### config.mk
export PLATFORM = sky130hd
export DESIGN_NAME = ics_counters
export DESIGN_NICKNAME = d
export VERILOG_FILES = /design/src/logic/ics_pkg.sv /design/src/logic/ics_counters.sv
export SDC_FILE = /design/constraint.sdc
export NUM_CORES = 1
export LEC_CHECK = 0
export BUFFER_PORTS_ARGS = -buffer_cell sky130_fd_sc_hd__buf_2
export CORE_MARGIN = 4
export CORE_UTILIZATION = 32
export CTS_CLUSTER_DIAMETER = 150
export CTS_CLUSTER_SIZE = 14
export DETAILED_ROUTE_END_ITERATION = 16
export GPL_ROUTABILITY_DRIVEN = 0
export PLACE_DENSITY = 0.63
export SYNTH_ARGS = -nofsm -noshare
export SYNTH_HDL_FRONTEND = slang
export SYNTH_SLANG_ARGS = --single-unit
### constraint.sdc
create_clock -name CORE_CLK_I -period 11.2 [get_ports CORE_CLK_I]
set_input_delay 3.36 -clock CORE_CLK_I [delete_from_list [all_inputs] [get_ports CORE_CLK_I]]
set_output_delay 3.36 -clock CORE_CLK_I [all_outputs]
set_load 0.01 [all_outputs]
### src/logic/ics_pkg.sv
// shared constants and types for the instruction sampling counters
package ics_pkg;
  localparam int CW = 20;
  localparam int PCW = 64;
  localparam int SLOTS = 4;
  localparam int OVR_W = 3;
  localparam int MISS_LEAD = 3;
  localparam logic [CW-1:0] CTR_WRITE_BIAS = 20'h00004;
  localparam logic [OVR_W-1:0] OVR_MAX = 3'h7;
  localparam logic [2:0] OPEN_DELAY = 3'h5;
  localparam logic [2:0] OVR_LAST = 3'h2;
  localparam logic [1:0] CLOSE_DELAY = 2'h2;
  localparam logic [1:0] HOLD_SKIP = 2'h2;
  // control register field positions
  localparam int SL1_LO = 2;
  localparam int SL0_BIT = 4;
  localparam int CTR1_LO = 6;
  localparam int RET_OK_BIT = 26;
  localparam int BR_DIR_BIT = 27;
  localparam int STALL_BIT = 28;
  localparam int KILL_BIT = 29;
  localparam int CTR0_LO = 44;
  // status register field positions
  localparam int FILL_BIT = 0;
  localparam int TRAP_BIT = 1;
  localparam int WRONG_BIT = 2;
  localparam int KIND_LO = 3;
  localparam int KIND_W = 4;
  localparam int LSO_BIT = 7;
  localparam int OVR_LO = 8;
  // input select pair codes
  localparam logic [1:0] SEL_RET_CYC = 2'h0;
  localparam logic [1:0] SEL_CYC_HOLD = 2'h1;
  localparam logic [1:0] SEL_RET_MISS = 2'h2;
  localparam logic [1:0] SEL_CYC_REPLAY = 2'h3;

  typedef enum logic [1:0] {
    ICS_SEL_PC,
    ICS_SEL_STAT,
    ICS_SEL_CTRL,
    ICS_SEL_NONE
  } ics_ipr_e;

  typedef enum {ICS_IDLE, ICS_DELAY, ICS_OPEN, ICS_CLOSE, ICS_DONE}
    ics_state_e;

  typedef struct packed {
    logic counter_zero_enable;
    logic counter_one_enable;
    logic system_wide_count_enable;
    logic process_count_enable;
  } ics_en_s;

  typedef struct packed {
    logic retire;
    logic trap;
    logic abort;
    logic squash_end;
    logic retire_hold;
  } ics_ev_s;

  typedef struct packed {
    logic new_fill_stream_flag;
    logic non_shadowed_trap_flag;
    logic wrong_branch_guess_flag;
    logic [KIND_W-1:0] trap_kind;
    logic load_store_order_replay;
    logic retired_ok_flag;
    logic branch_direction;
    logic fetch_map_stall;
    logic killed_by_map_stage;
  } ics_status_s;
endpackage

### src/logic/ics_counters.sv
// instruction sampling performance counters with control/status registers
// Behaviour
// - squashed no-ops count as fetched instructions
// - conditional move arrives as two counted fetches
// - sample_mode_select one selects sampling mode
// - counter zero written value gets four added
// - count up to four fetches when enabled
// - overflowing fetch sampled, window at fifth cycle
// - fetches in two post-overflow cycles give overcount
// - trap or abort closes window two cycles later
// - retirement closes window two cycles later
// - squash closes window about two cycles later
// - after close counter zero halts until write
// - pending bits request the counter interrupt routine
// - capture sampled pc and status flags
// - control reports retire, direction, stall, kill
// - retire delay counted, at most window minus two
// - tags retire in order, delay between tags
// - retired count may drift four near edges
// - miss stream counted three cycles early
// - replay traps counted over window delayed one
// - input_select_pair chooses both counter inputs
// - overflow sets pending only when enabled
`timescale 1ns/10ps
module ics_counters (
  input wire logic CORE_CLK_I,
  input wire logic SYS_RST_I,
  input wire logic CE_I,
  input wire logic IPR_WR_I,
  input wire ics_pkg::ics_ipr_e IPR_SEL_I,
  input wire logic [ics_pkg::PCW-1:0] IPR_WDATA_I,
  output logic [ics_pkg::PCW-1:0] IPR_RDATA_O,
  input wire ics_pkg::ics_en_s EN_I,
  input wire logic [1:0] IRQ_ENABLE_I,
  input wire logic [ics_pkg::SLOTS-1:0] FETCH_VALID_I,
  input wire logic [ics_pkg::SLOTS-1:0][ics_pkg::PCW-1:0] FETCH_PC_I,
  input wire logic [3:0] RETIRE_CNT_I,
  input wire logic CACHE_MISS_I,
  input wire logic REPLAY_TRAP_I,
  input wire ics_pkg::ics_ev_s SMP_EV_I,
  input wire ics_pkg::ics_status_s SMP_STATUS_I,
  output logic SMP_PICK_O,
  output logic [1:0] SMP_SLOT_O,
  output logic WINDOW_O,
  output logic [1:0] IRQ_PENDING_O
);
  import ics_pkg::*;

  // counter one increment for the selected input
  function automatic logic inc_one(input logic [1:0] sel,
                                   input logic smp, input logic miss,
                                   input logic replay, input logic hold);
    logic r;
    r = 1'b0;
    case (sel)
      SEL_RET_CYC: r = 1'b1;
      SEL_CYC_HOLD: r = smp & hold;
      SEL_RET_MISS: r = miss;
      SEL_CYC_REPLAY: r = replay;
      default: r = 1'b0;
    endcase
    return r;
  endfunction

  // counter zero takes retired instructions or cycles
  function automatic logic [3:0] inc_zero(input logic [1:0] sel,
                                          input logic [3:0] ret);
    return (sel == SEL_RET_CYC || sel == SEL_RET_MISS) ? ret : 4'h1;
  endfunction

  ics_state_e state, next_state;
  logic [CW-1:0] ctr0, next_ctr0, ctr1, next_ctr1;
  logic sl0, next_sl0;
  logic [1:0] sl1, next_sl1;
  logic [2:0] dly, next_dly;
  logic [1:0] ccnt, next_ccnt, age, next_age;
  logic [OVR_W-1:0] fetch_overcount, next_ovr;
  logic [PCW-1:0] spc, next_spc;
  ics_status_s stat, next_stat;
  logic [1:0] pend, next_pend;
  logic win_d1, next_win_d1;
  logic [MISS_LEAD-1:0] miss_sh, next_miss_sh;

  logic wr_ctrl, ok0, ok1, win, end_ev, ovf_hit;
  logic [1:0] hit_slot;
  logic [2:0] nfetch;
  logic [CW:0] acc;
  logic [CW:0] sum0, sum1;
  logic [PCW-1:0] pick_pc;

  assign wr_ctrl = IPR_WR_I && IPR_SEL_I == ICS_SEL_CTRL;
  assign ok0 = EN_I.counter_zero_enable &&
               (EN_I.system_wide_count_enable || EN_I.process_count_enable);
  assign ok1 = EN_I.counter_one_enable &&
               (EN_I.system_wide_count_enable || EN_I.process_count_enable);
  assign win = state == ICS_OPEN || state == ICS_CLOSE;
  assign end_ev = SMP_EV_I.retire || SMP_EV_I.trap || SMP_EV_I.abort ||
                  SMP_EV_I.squash_end;

  // walk the fetch slots in order; the slot whose carry first leaves the
  // counter is the sampled one, squashed no-ops and both move halves
  // arrive as ordinary valid slots
  always_comb begin
    acc = {1'b0, ctr0};
    ovf_hit = 1'b0;
    hit_slot = 2'h0;
    pick_pc = '0;
    nfetch = 3'h0;
    for (int i = 0; i < SLOTS; i++) begin
      if (FETCH_VALID_I[i]) begin
        nfetch = nfetch + 3'h1;
        acc = acc + 21'h000001;
        if (acc[CW] && !ovf_hit) begin
          ovf_hit = 1'b1;
          hit_slot = 2'(i);
          pick_pc = FETCH_PC_I[i];
        end
      end
    end
    ovf_hit = ovf_hit && sl0 && ok0 && state == ICS_IDLE;
  end

  always_comb begin
    next_state = state;
    next_ctr0 = ctr0;
    next_ctr1 = ctr1;
    next_sl0 = sl0;
    next_sl1 = sl1;
    next_dly = dly;
    next_ccnt = ccnt;
    next_age = age;
    next_ovr = fetch_overcount;
    next_spc = spc;
    next_stat = stat;
    next_pend = pend;
    next_win_d1 = win;
    // miss events are delayed so the window sees them three cycles late,
    // which is the same as counting the raw stream three cycles early
    next_miss_sh = {miss_sh[MISS_LEAD-2:0], CACHE_MISS_I};
    sum0 = '0;
    sum1 = '0;
    if (!sl0) begin
      // aggregate counting, kept simple: count on, wrap on overflow
      if (ok0) begin
        sum0 = {1'b0, ctr0} + {17'h00000, inc_zero(sl1, RETIRE_CNT_I)};
        next_ctr0 = sum0[CW-1:0];
      end
      if (ok1) begin
        sum1 = {1'b0, ctr1} + 21'(inc_one(sl1, 1'b0, CACHE_MISS_I,
                                          REPLAY_TRAP_I, 1'b0));
        next_ctr1 = sum1[CW-1:0];
      end
    end else begin
      case (state)
        ICS_IDLE: begin
          if (ok0) begin
            sum0 = {1'b0, ctr0} + {18'h00000, nfetch};
            next_ctr0 = sum0[CW-1:0];
          end
          if (ovf_hit) begin
            next_state = ICS_DELAY;
            next_dly = 3'h1;
            next_ovr = '0;
            next_spc = pick_pc;
          end
        end
        ICS_DELAY: begin
          if (ok0) begin
            sum0 = {1'b0, ctr0} + {18'h00000, nfetch};
            next_ctr0 = sum0[CW-1:0];
          end
          if (dly <= OVR_LAST) begin
            next_ovr = (4'(fetch_overcount) + 4'(nfetch) > 4'(OVR_MAX)) ? OVR_MAX :
                       fetch_overcount + nfetch;
          end
          next_dly = dly + 3'h1;
          if (dly == OPEN_DELAY - 3'h1) begin
            next_state = ICS_OPEN;
            next_age = '0;
          end
        end
        ICS_OPEN, ICS_CLOSE: begin
          // retire counts arrive with a variable lag, so the edges of the
          // window may gain or lose a few instructions
          if (ok0) begin
            sum0 = {1'b0, ctr0} + {17'h00000, inc_zero(sl1, RETIRE_CNT_I)};
            next_ctr0 = sum0[CW-1:0];
          end
          if (age != HOLD_SKIP) begin
            next_age = age + 2'h1;
          end
          if (state == ICS_OPEN && end_ev) begin
            next_state = ICS_CLOSE;
            next_ccnt = 2'h1;
            next_stat = SMP_STATUS_I;
          end
          if (state == ICS_CLOSE) begin
            next_ccnt = ccnt + 2'h1;
            if (ccnt == CLOSE_DELAY) begin
              next_state = ICS_DONE;
              if (IRQ_ENABLE_I[0]) begin
                next_pend[0] = 1'b1;
              end
            end
          end
        end
        ICS_DONE: begin
          next_state = ICS_DONE;
        end
        default: next_state = ICS_IDLE;
      endcase
      // the hold count skips the first two window cycles, so its final
      // value never passes the window length less two
      if (ok1) begin
        sum1 = {1'b0, ctr1} + 21'(inc_one(sl1,
          win && age == HOLD_SKIP,
          win && miss_sh[MISS_LEAD-1],
          win_d1 && REPLAY_TRAP_I,
          SMP_EV_I.retire_hold));
        // only the replay input runs on the window delayed by one cycle
        next_ctr1 = ((sl1 == SEL_CYC_REPLAY) ? win_d1 : win) ?
                    sum1[CW-1:0] : ctr1;
      end
    end
    if ((sum0[CW] && !sl0) || (sum1[CW] && (win || win_d1 || !sl0))) begin
      // an overflow raises only the pending bit whose enable is set
      next_pend = next_pend | (IRQ_ENABLE_I & {sum1[CW], sum0[CW]});
    end
    if (wr_ctrl) begin
      // a write rearms sampling; counter one is left as written, software
      // must supply zero itself
      next_sl0 = IPR_WDATA_I[SL0_BIT];
      next_sl1 = IPR_WDATA_I[SL1_LO +: 2];
      next_ctr0 = IPR_WDATA_I[CTR0_LO +: CW] + CTR_WRITE_BIAS;
      next_ctr1 = IPR_WDATA_I[CTR1_LO +: CW];
      next_state = ICS_IDLE;
      next_ovr = '0;
      // a pending bit set in the same cycle survives the clear
      next_pend = next_pend & ~(pend & ~(next_pend ^ pend));
      next_pend = next_pend & ~pend;
    end
  end

  always_ff @(posedge CORE_CLK_I or posedge SYS_RST_I) begin
    if (SYS_RST_I) begin
      state <= ICS_IDLE;
      ctr0 <= '0;
      ctr1 <= '0;
      sl0 <= 1'b0;
      sl1 <= SEL_RET_CYC;
      dly <= '0;
      ccnt <= '0;
      age <= '0;
      fetch_overcount <= '0;
      spc <= '0;
      stat <= '0;
      pend <= '0;
      win_d1 <= 1'b0;
      miss_sh <= '0;
    end else if (CE_I) begin
      state <= next_state;
      ctr0 <= next_ctr0;
      ctr1 <= next_ctr1;
      sl0 <= next_sl0;
      sl1 <= next_sl1;
      dly <= next_dly;
      ccnt <= next_ccnt;
      age <= next_age;
      fetch_overcount <= next_ovr;
      spc <= next_spc;
      stat <= next_stat;
      pend <= next_pend;
      win_d1 <= next_win_d1;
      miss_sh <= next_miss_sh;
    end
  end

  always_comb begin
    IPR_RDATA_O = '0;
    case (IPR_SEL_I)
      ICS_SEL_PC: IPR_RDATA_O = spc;
      ICS_SEL_STAT: begin
        IPR_RDATA_O[FILL_BIT] = stat.new_fill_stream_flag;
        IPR_RDATA_O[TRAP_BIT] = stat.non_shadowed_trap_flag;
        IPR_RDATA_O[WRONG_BIT] = stat.wrong_branch_guess_flag;
        IPR_RDATA_O[KIND_LO +: KIND_W] = stat.trap_kind;
        IPR_RDATA_O[LSO_BIT] = stat.load_store_order_replay;
        IPR_RDATA_O[OVR_LO +: OVR_W] = fetch_overcount;
      end
      ICS_SEL_CTRL: begin
        IPR_RDATA_O[SL1_LO +: 2] = sl1;
        IPR_RDATA_O[SL0_BIT] = sl0;
        IPR_RDATA_O[CTR1_LO +: CW] = ctr1;
        IPR_RDATA_O[RET_OK_BIT] = stat.retired_ok_flag;
        IPR_RDATA_O[BR_DIR_BIT] = stat.branch_direction;
        IPR_RDATA_O[STALL_BIT] = stat.fetch_map_stall;
        IPR_RDATA_O[KILL_BIT] = stat.killed_by_map_stage;
        IPR_RDATA_O[CTR0_LO +: CW] = ctr0;
      end
      default: IPR_RDATA_O = '0;
    endcase
  end

  assign SMP_PICK_O = ovf_hit && CE_I && !wr_ctrl;
  assign SMP_SLOT_O = hit_slot;
  assign WINDOW_O = win;
  assign IRQ_PENDING_O = pend;
endmodule

==> out/metrics.yaml <==
status:
  status: "finished clean"
synth:
  synth_warnings: 0
  synth_nets: 1898
  seq_area_frac_synth: 0.323
  avgSynthCellArea_um2: 8.59
  syn_inst: 1508
  synthFlopType: "dfrtp_1"
  async_flop_share: 1.00
  ys_seq_elements: 167
  synthDistinctLibCells: 74
  syn_area_um2: 13000
  synth_edf_count: 0
layout:
  nFillCells: 4138
  seqCellArea_um2: 4180
  final_layout_size_suffix_gt1_frac: 0.282
  multi_input_comb_area_um2: 8130
  area_growth_pct: 22.6
  nets: 2230
  finalInstanceArea_um2: 15900
  finalNonFillerCells: 2379
clock_tree:
  ctsHoldBuffers: 0
  htreeDepth: 4
  cts_resized: 0
  cts_tree: "built"
  numCtsBuffers: 17
  cts_root_buf: "clkbuf_16"
  clkTransAtPathRegs_ns: 0.07
  clk_latency_ns: 0.43
  postCtsSetupBuffers: 0
  clock_sinks: 167
  clockBufferDepth: 2
worst_setup_path:
  slowest_delay_ns: 0.42
  crit_buf_inv: 5
  crit_slowest_cell: "a2111oi_0"
  critPathRequiredTime_ns: 7.84
  crit_family: "compound AO/OA/AOI/OAI gates"
  path_cells: "buf_2, buf_4, xnor2_1, inv_1, ha_1, mux2_2, ha_1, and2_1, o31ai_1, o31ai_1, a2bb2oi_1, xnor2_1, nand4b_1, a2111oi_0, o21a_1, mux2_4, o21ai_0, buf_4, buf_2"
  crit_fanout: 16
  arrival_ns: 7.44
  worst_setup_path_end_kind: "output pin"
  crit_type: "in -> out"
  crit_path_start_kind: "input pin"
  r2r_setup_slack_ns: 4.92
floorplanning:
  core_area_um2: 39900
  die_h_um: 209
  die_w_um: 209
  initial_utilization: 0.325
  die_area_um2: 43800
  ioPinCount: 429
  row_count: 73
timing:
  fin_crit_sh: 0.964
  slew_headroom: 0.324
  finalClockSkew_ns: 0.0159
  setup-violations-final: 0
  setup_tns_ns: 0
  setup_ws_ns: 0.400
  finalHoldViolations: 0
  drv_slew: 0
  rsz0062_at_grt: "no"
  clock.fmax_ghz: 0.0926
  max_slew.worst_pin.slew_ns: 1.01
  period_needed_ns: 10.80
placement:
  port_buffers: 407
  dp_hpwl_um: 38000
  pre_cts_ws_ns: 0.468
  dpl_cell_area_um2: 15300
  dp.cells: 2346
run:
  cap_viol_max_count: 0
grt:
  grt_usage: 0.212
  grt_overflow: 0
  grt_pass1_wl_um: 73500
  grt_pass1_vias: 12800
  antenna_found_initial: 6
  grt_max_degree: 91
route:
  viasPerCell: 5.43
  dr.pass1.iters: 5
  drtIter0Drc: 1080
  num_vias: 12900
  wl_per_cell_um: 20.2
  routed_wl_um: 48000
  drc: 0
  ant_nets: 0
power:
  ir_drop_mv: 0.103
  p_leak_nw: 7.31
  power.density_nw_per_um2: 149
  power_mw: 2.37
worst_hold_path:
  holdCritPathClass: "reg -> reg"
## cell type report
cell class,count,share of cell area
Antenna cell,2,0.000315
Clock buffer,18,0.0270
Clock inverter,13,0.0102
Inverter,29,0.00717
Multi-Input combinational cell,1196,0.512
Sequential cell,167,0.263
Tap cell,525,0.0414
Timing Repair Buffer,429,0.139
## registers in the layout, summed over array words and instances, names as in the netlist, 2 cells and up
signal and cells:
spc 64, state 32, ctr0 20, ctr1 20
stat 12, dly 3, fetch_overcount 3, miss_sh 3
IRQ_PENDING_O 2, age 2, ccnt 2, sl1 2
## report_power, final
group	internal [mW]	switching [mW]
sequential	0.705	0.207
combinational	0.358	0.491
clock	0.336	0.275
total	1.40	0.973
## Yosys cell counts (all sizes together) (5+ instances only)
| cell type | n | share of area |
|---|---|---|
| clkbuf | 80 | 0.023 |
| mux2 | 88 | 0.077 |
| a21oi | 64 | 0.025 |
| nor4 | 22 | 0.012 |
| o31ai | 13 | 0.0075 |
| mux2i | 123 | 0.095 |
| and4 | 6 | 0.0041 |
| o21a | 9 | 0.0052 |
| inv | 29 | 0.0084 |
| buf | 36 | 0.020 |
| nor2 | 113 | 0.033 |
| nand2b | 5 | 0.0024 |
| or4 | 7 | 0.0041 |
| xnor2 | 32 | 0.022 |
| nor3 | 18 | 0.0077 |
| nand4 | 20 | 0.010 |
| a21o | 7 | 0.0041 |
| o32ai | 5 | 0.0034 |
| a31oi | 10 | 0.0048 |
| nand3 | 43 | 0.017 |
| o21ai | 155 | 0.060 |
| and2 | 54 | 0.026 |
| o2111ai | 6 | 0.0050 |
| a22o | 66 | 0.045 |
| nand2 | 173 | 0.050 |
| o22ai | 18 | 0.0092 |
| and3 | 15 | 0.0072 |
| o211ai | 7 | 0.0041 |
| nand4b | 8 | 0.0054 |
| nor2b | 16 | 0.0077 |
| xor2 | 16 | 0.011 |
| ha | 28 | 0.027 |
| or3 | 6 | 0.0029 |
| dfrtp | 167 | 0.32 |
## worst min-delay path, stage by stage, from the launching register on
cell	delay, ns
dfrtp_1	0.33
nand2_1	0.04
o21ai_0	0.06
## layer usage
layer  vias to the layer above  track usage  wire (um)  share of wire
met5                         -            0         40        0.00083
met4                         6       0.0623       1260          0.026
met3                        60       0.0468       3490          0.073
met2                       535        0.369      23700           0.49
met1                      6179        0.264      19600           0.41
li1                       6131            -          -              -
## cell usage in the layout, fill, tap and decap left out, drive strengths merged, types with 54 or more instances in the layout
| cell | n |
|---|---|
| nor2 | 113 |
| nand2 | 173 |
| mux2 | 88 |
| mux2i | 123 |
| dfrtp | 167 |
| buf | 429 |
| a21oi | 64 |
| a22o | 66 |
| o21ai | 155 |
| and2 | 54 |
## metrics by stage
step,utilization,hold slack [ns]
2_1_floorplan,-,0.442
3_3_place_gp,0.383,0.461
6_report,0.398,0.473
5_1_grt,0.398,0.501
3_5_place_dp,0.383,0.463
4_1_cts,0.398,0.479
## kinds of logic (layout without fill, tap and decap cells)
| family | count (synthesis) | count (layout) | synth area share |
|---|---|---|---|
| adder cells (fa/ha/maj) | 31 | 31 | 0.0317 |
| AND/OR/NAND/NOR | 511 | 511 | 0.193 |
| flip-flops | 167 | 167 | 0.323 |
| XOR/XNOR | 48 | 48 | 0.0325 |
| buffers and inverters | 145 | 489 | 0.0521 |
| multiplexers | 211 | 211 | 0.172 |
| AO/OA/AOI/OAI | 395 | 395 | 0.197 |
| other | 0 | 2 | 0 |
## final timing paths
path / cells past startpoint / end / startpoint
max: 19 / SMP_SLOT_O[1] / FETCH_VALID_I[0]
min in group asynchronous: 2 / spc[15] / SYS_RST_I
min: 2 / spc[43] / spc[43]
max reg2reg: 18 / spc[60] / ctr0[0]
min reg2reg: 2 / spc[43] / spc[43]
max in group asynchronous: 3 / state[30] / SYS_RST_I
Power figures use the tool's default switching activity.
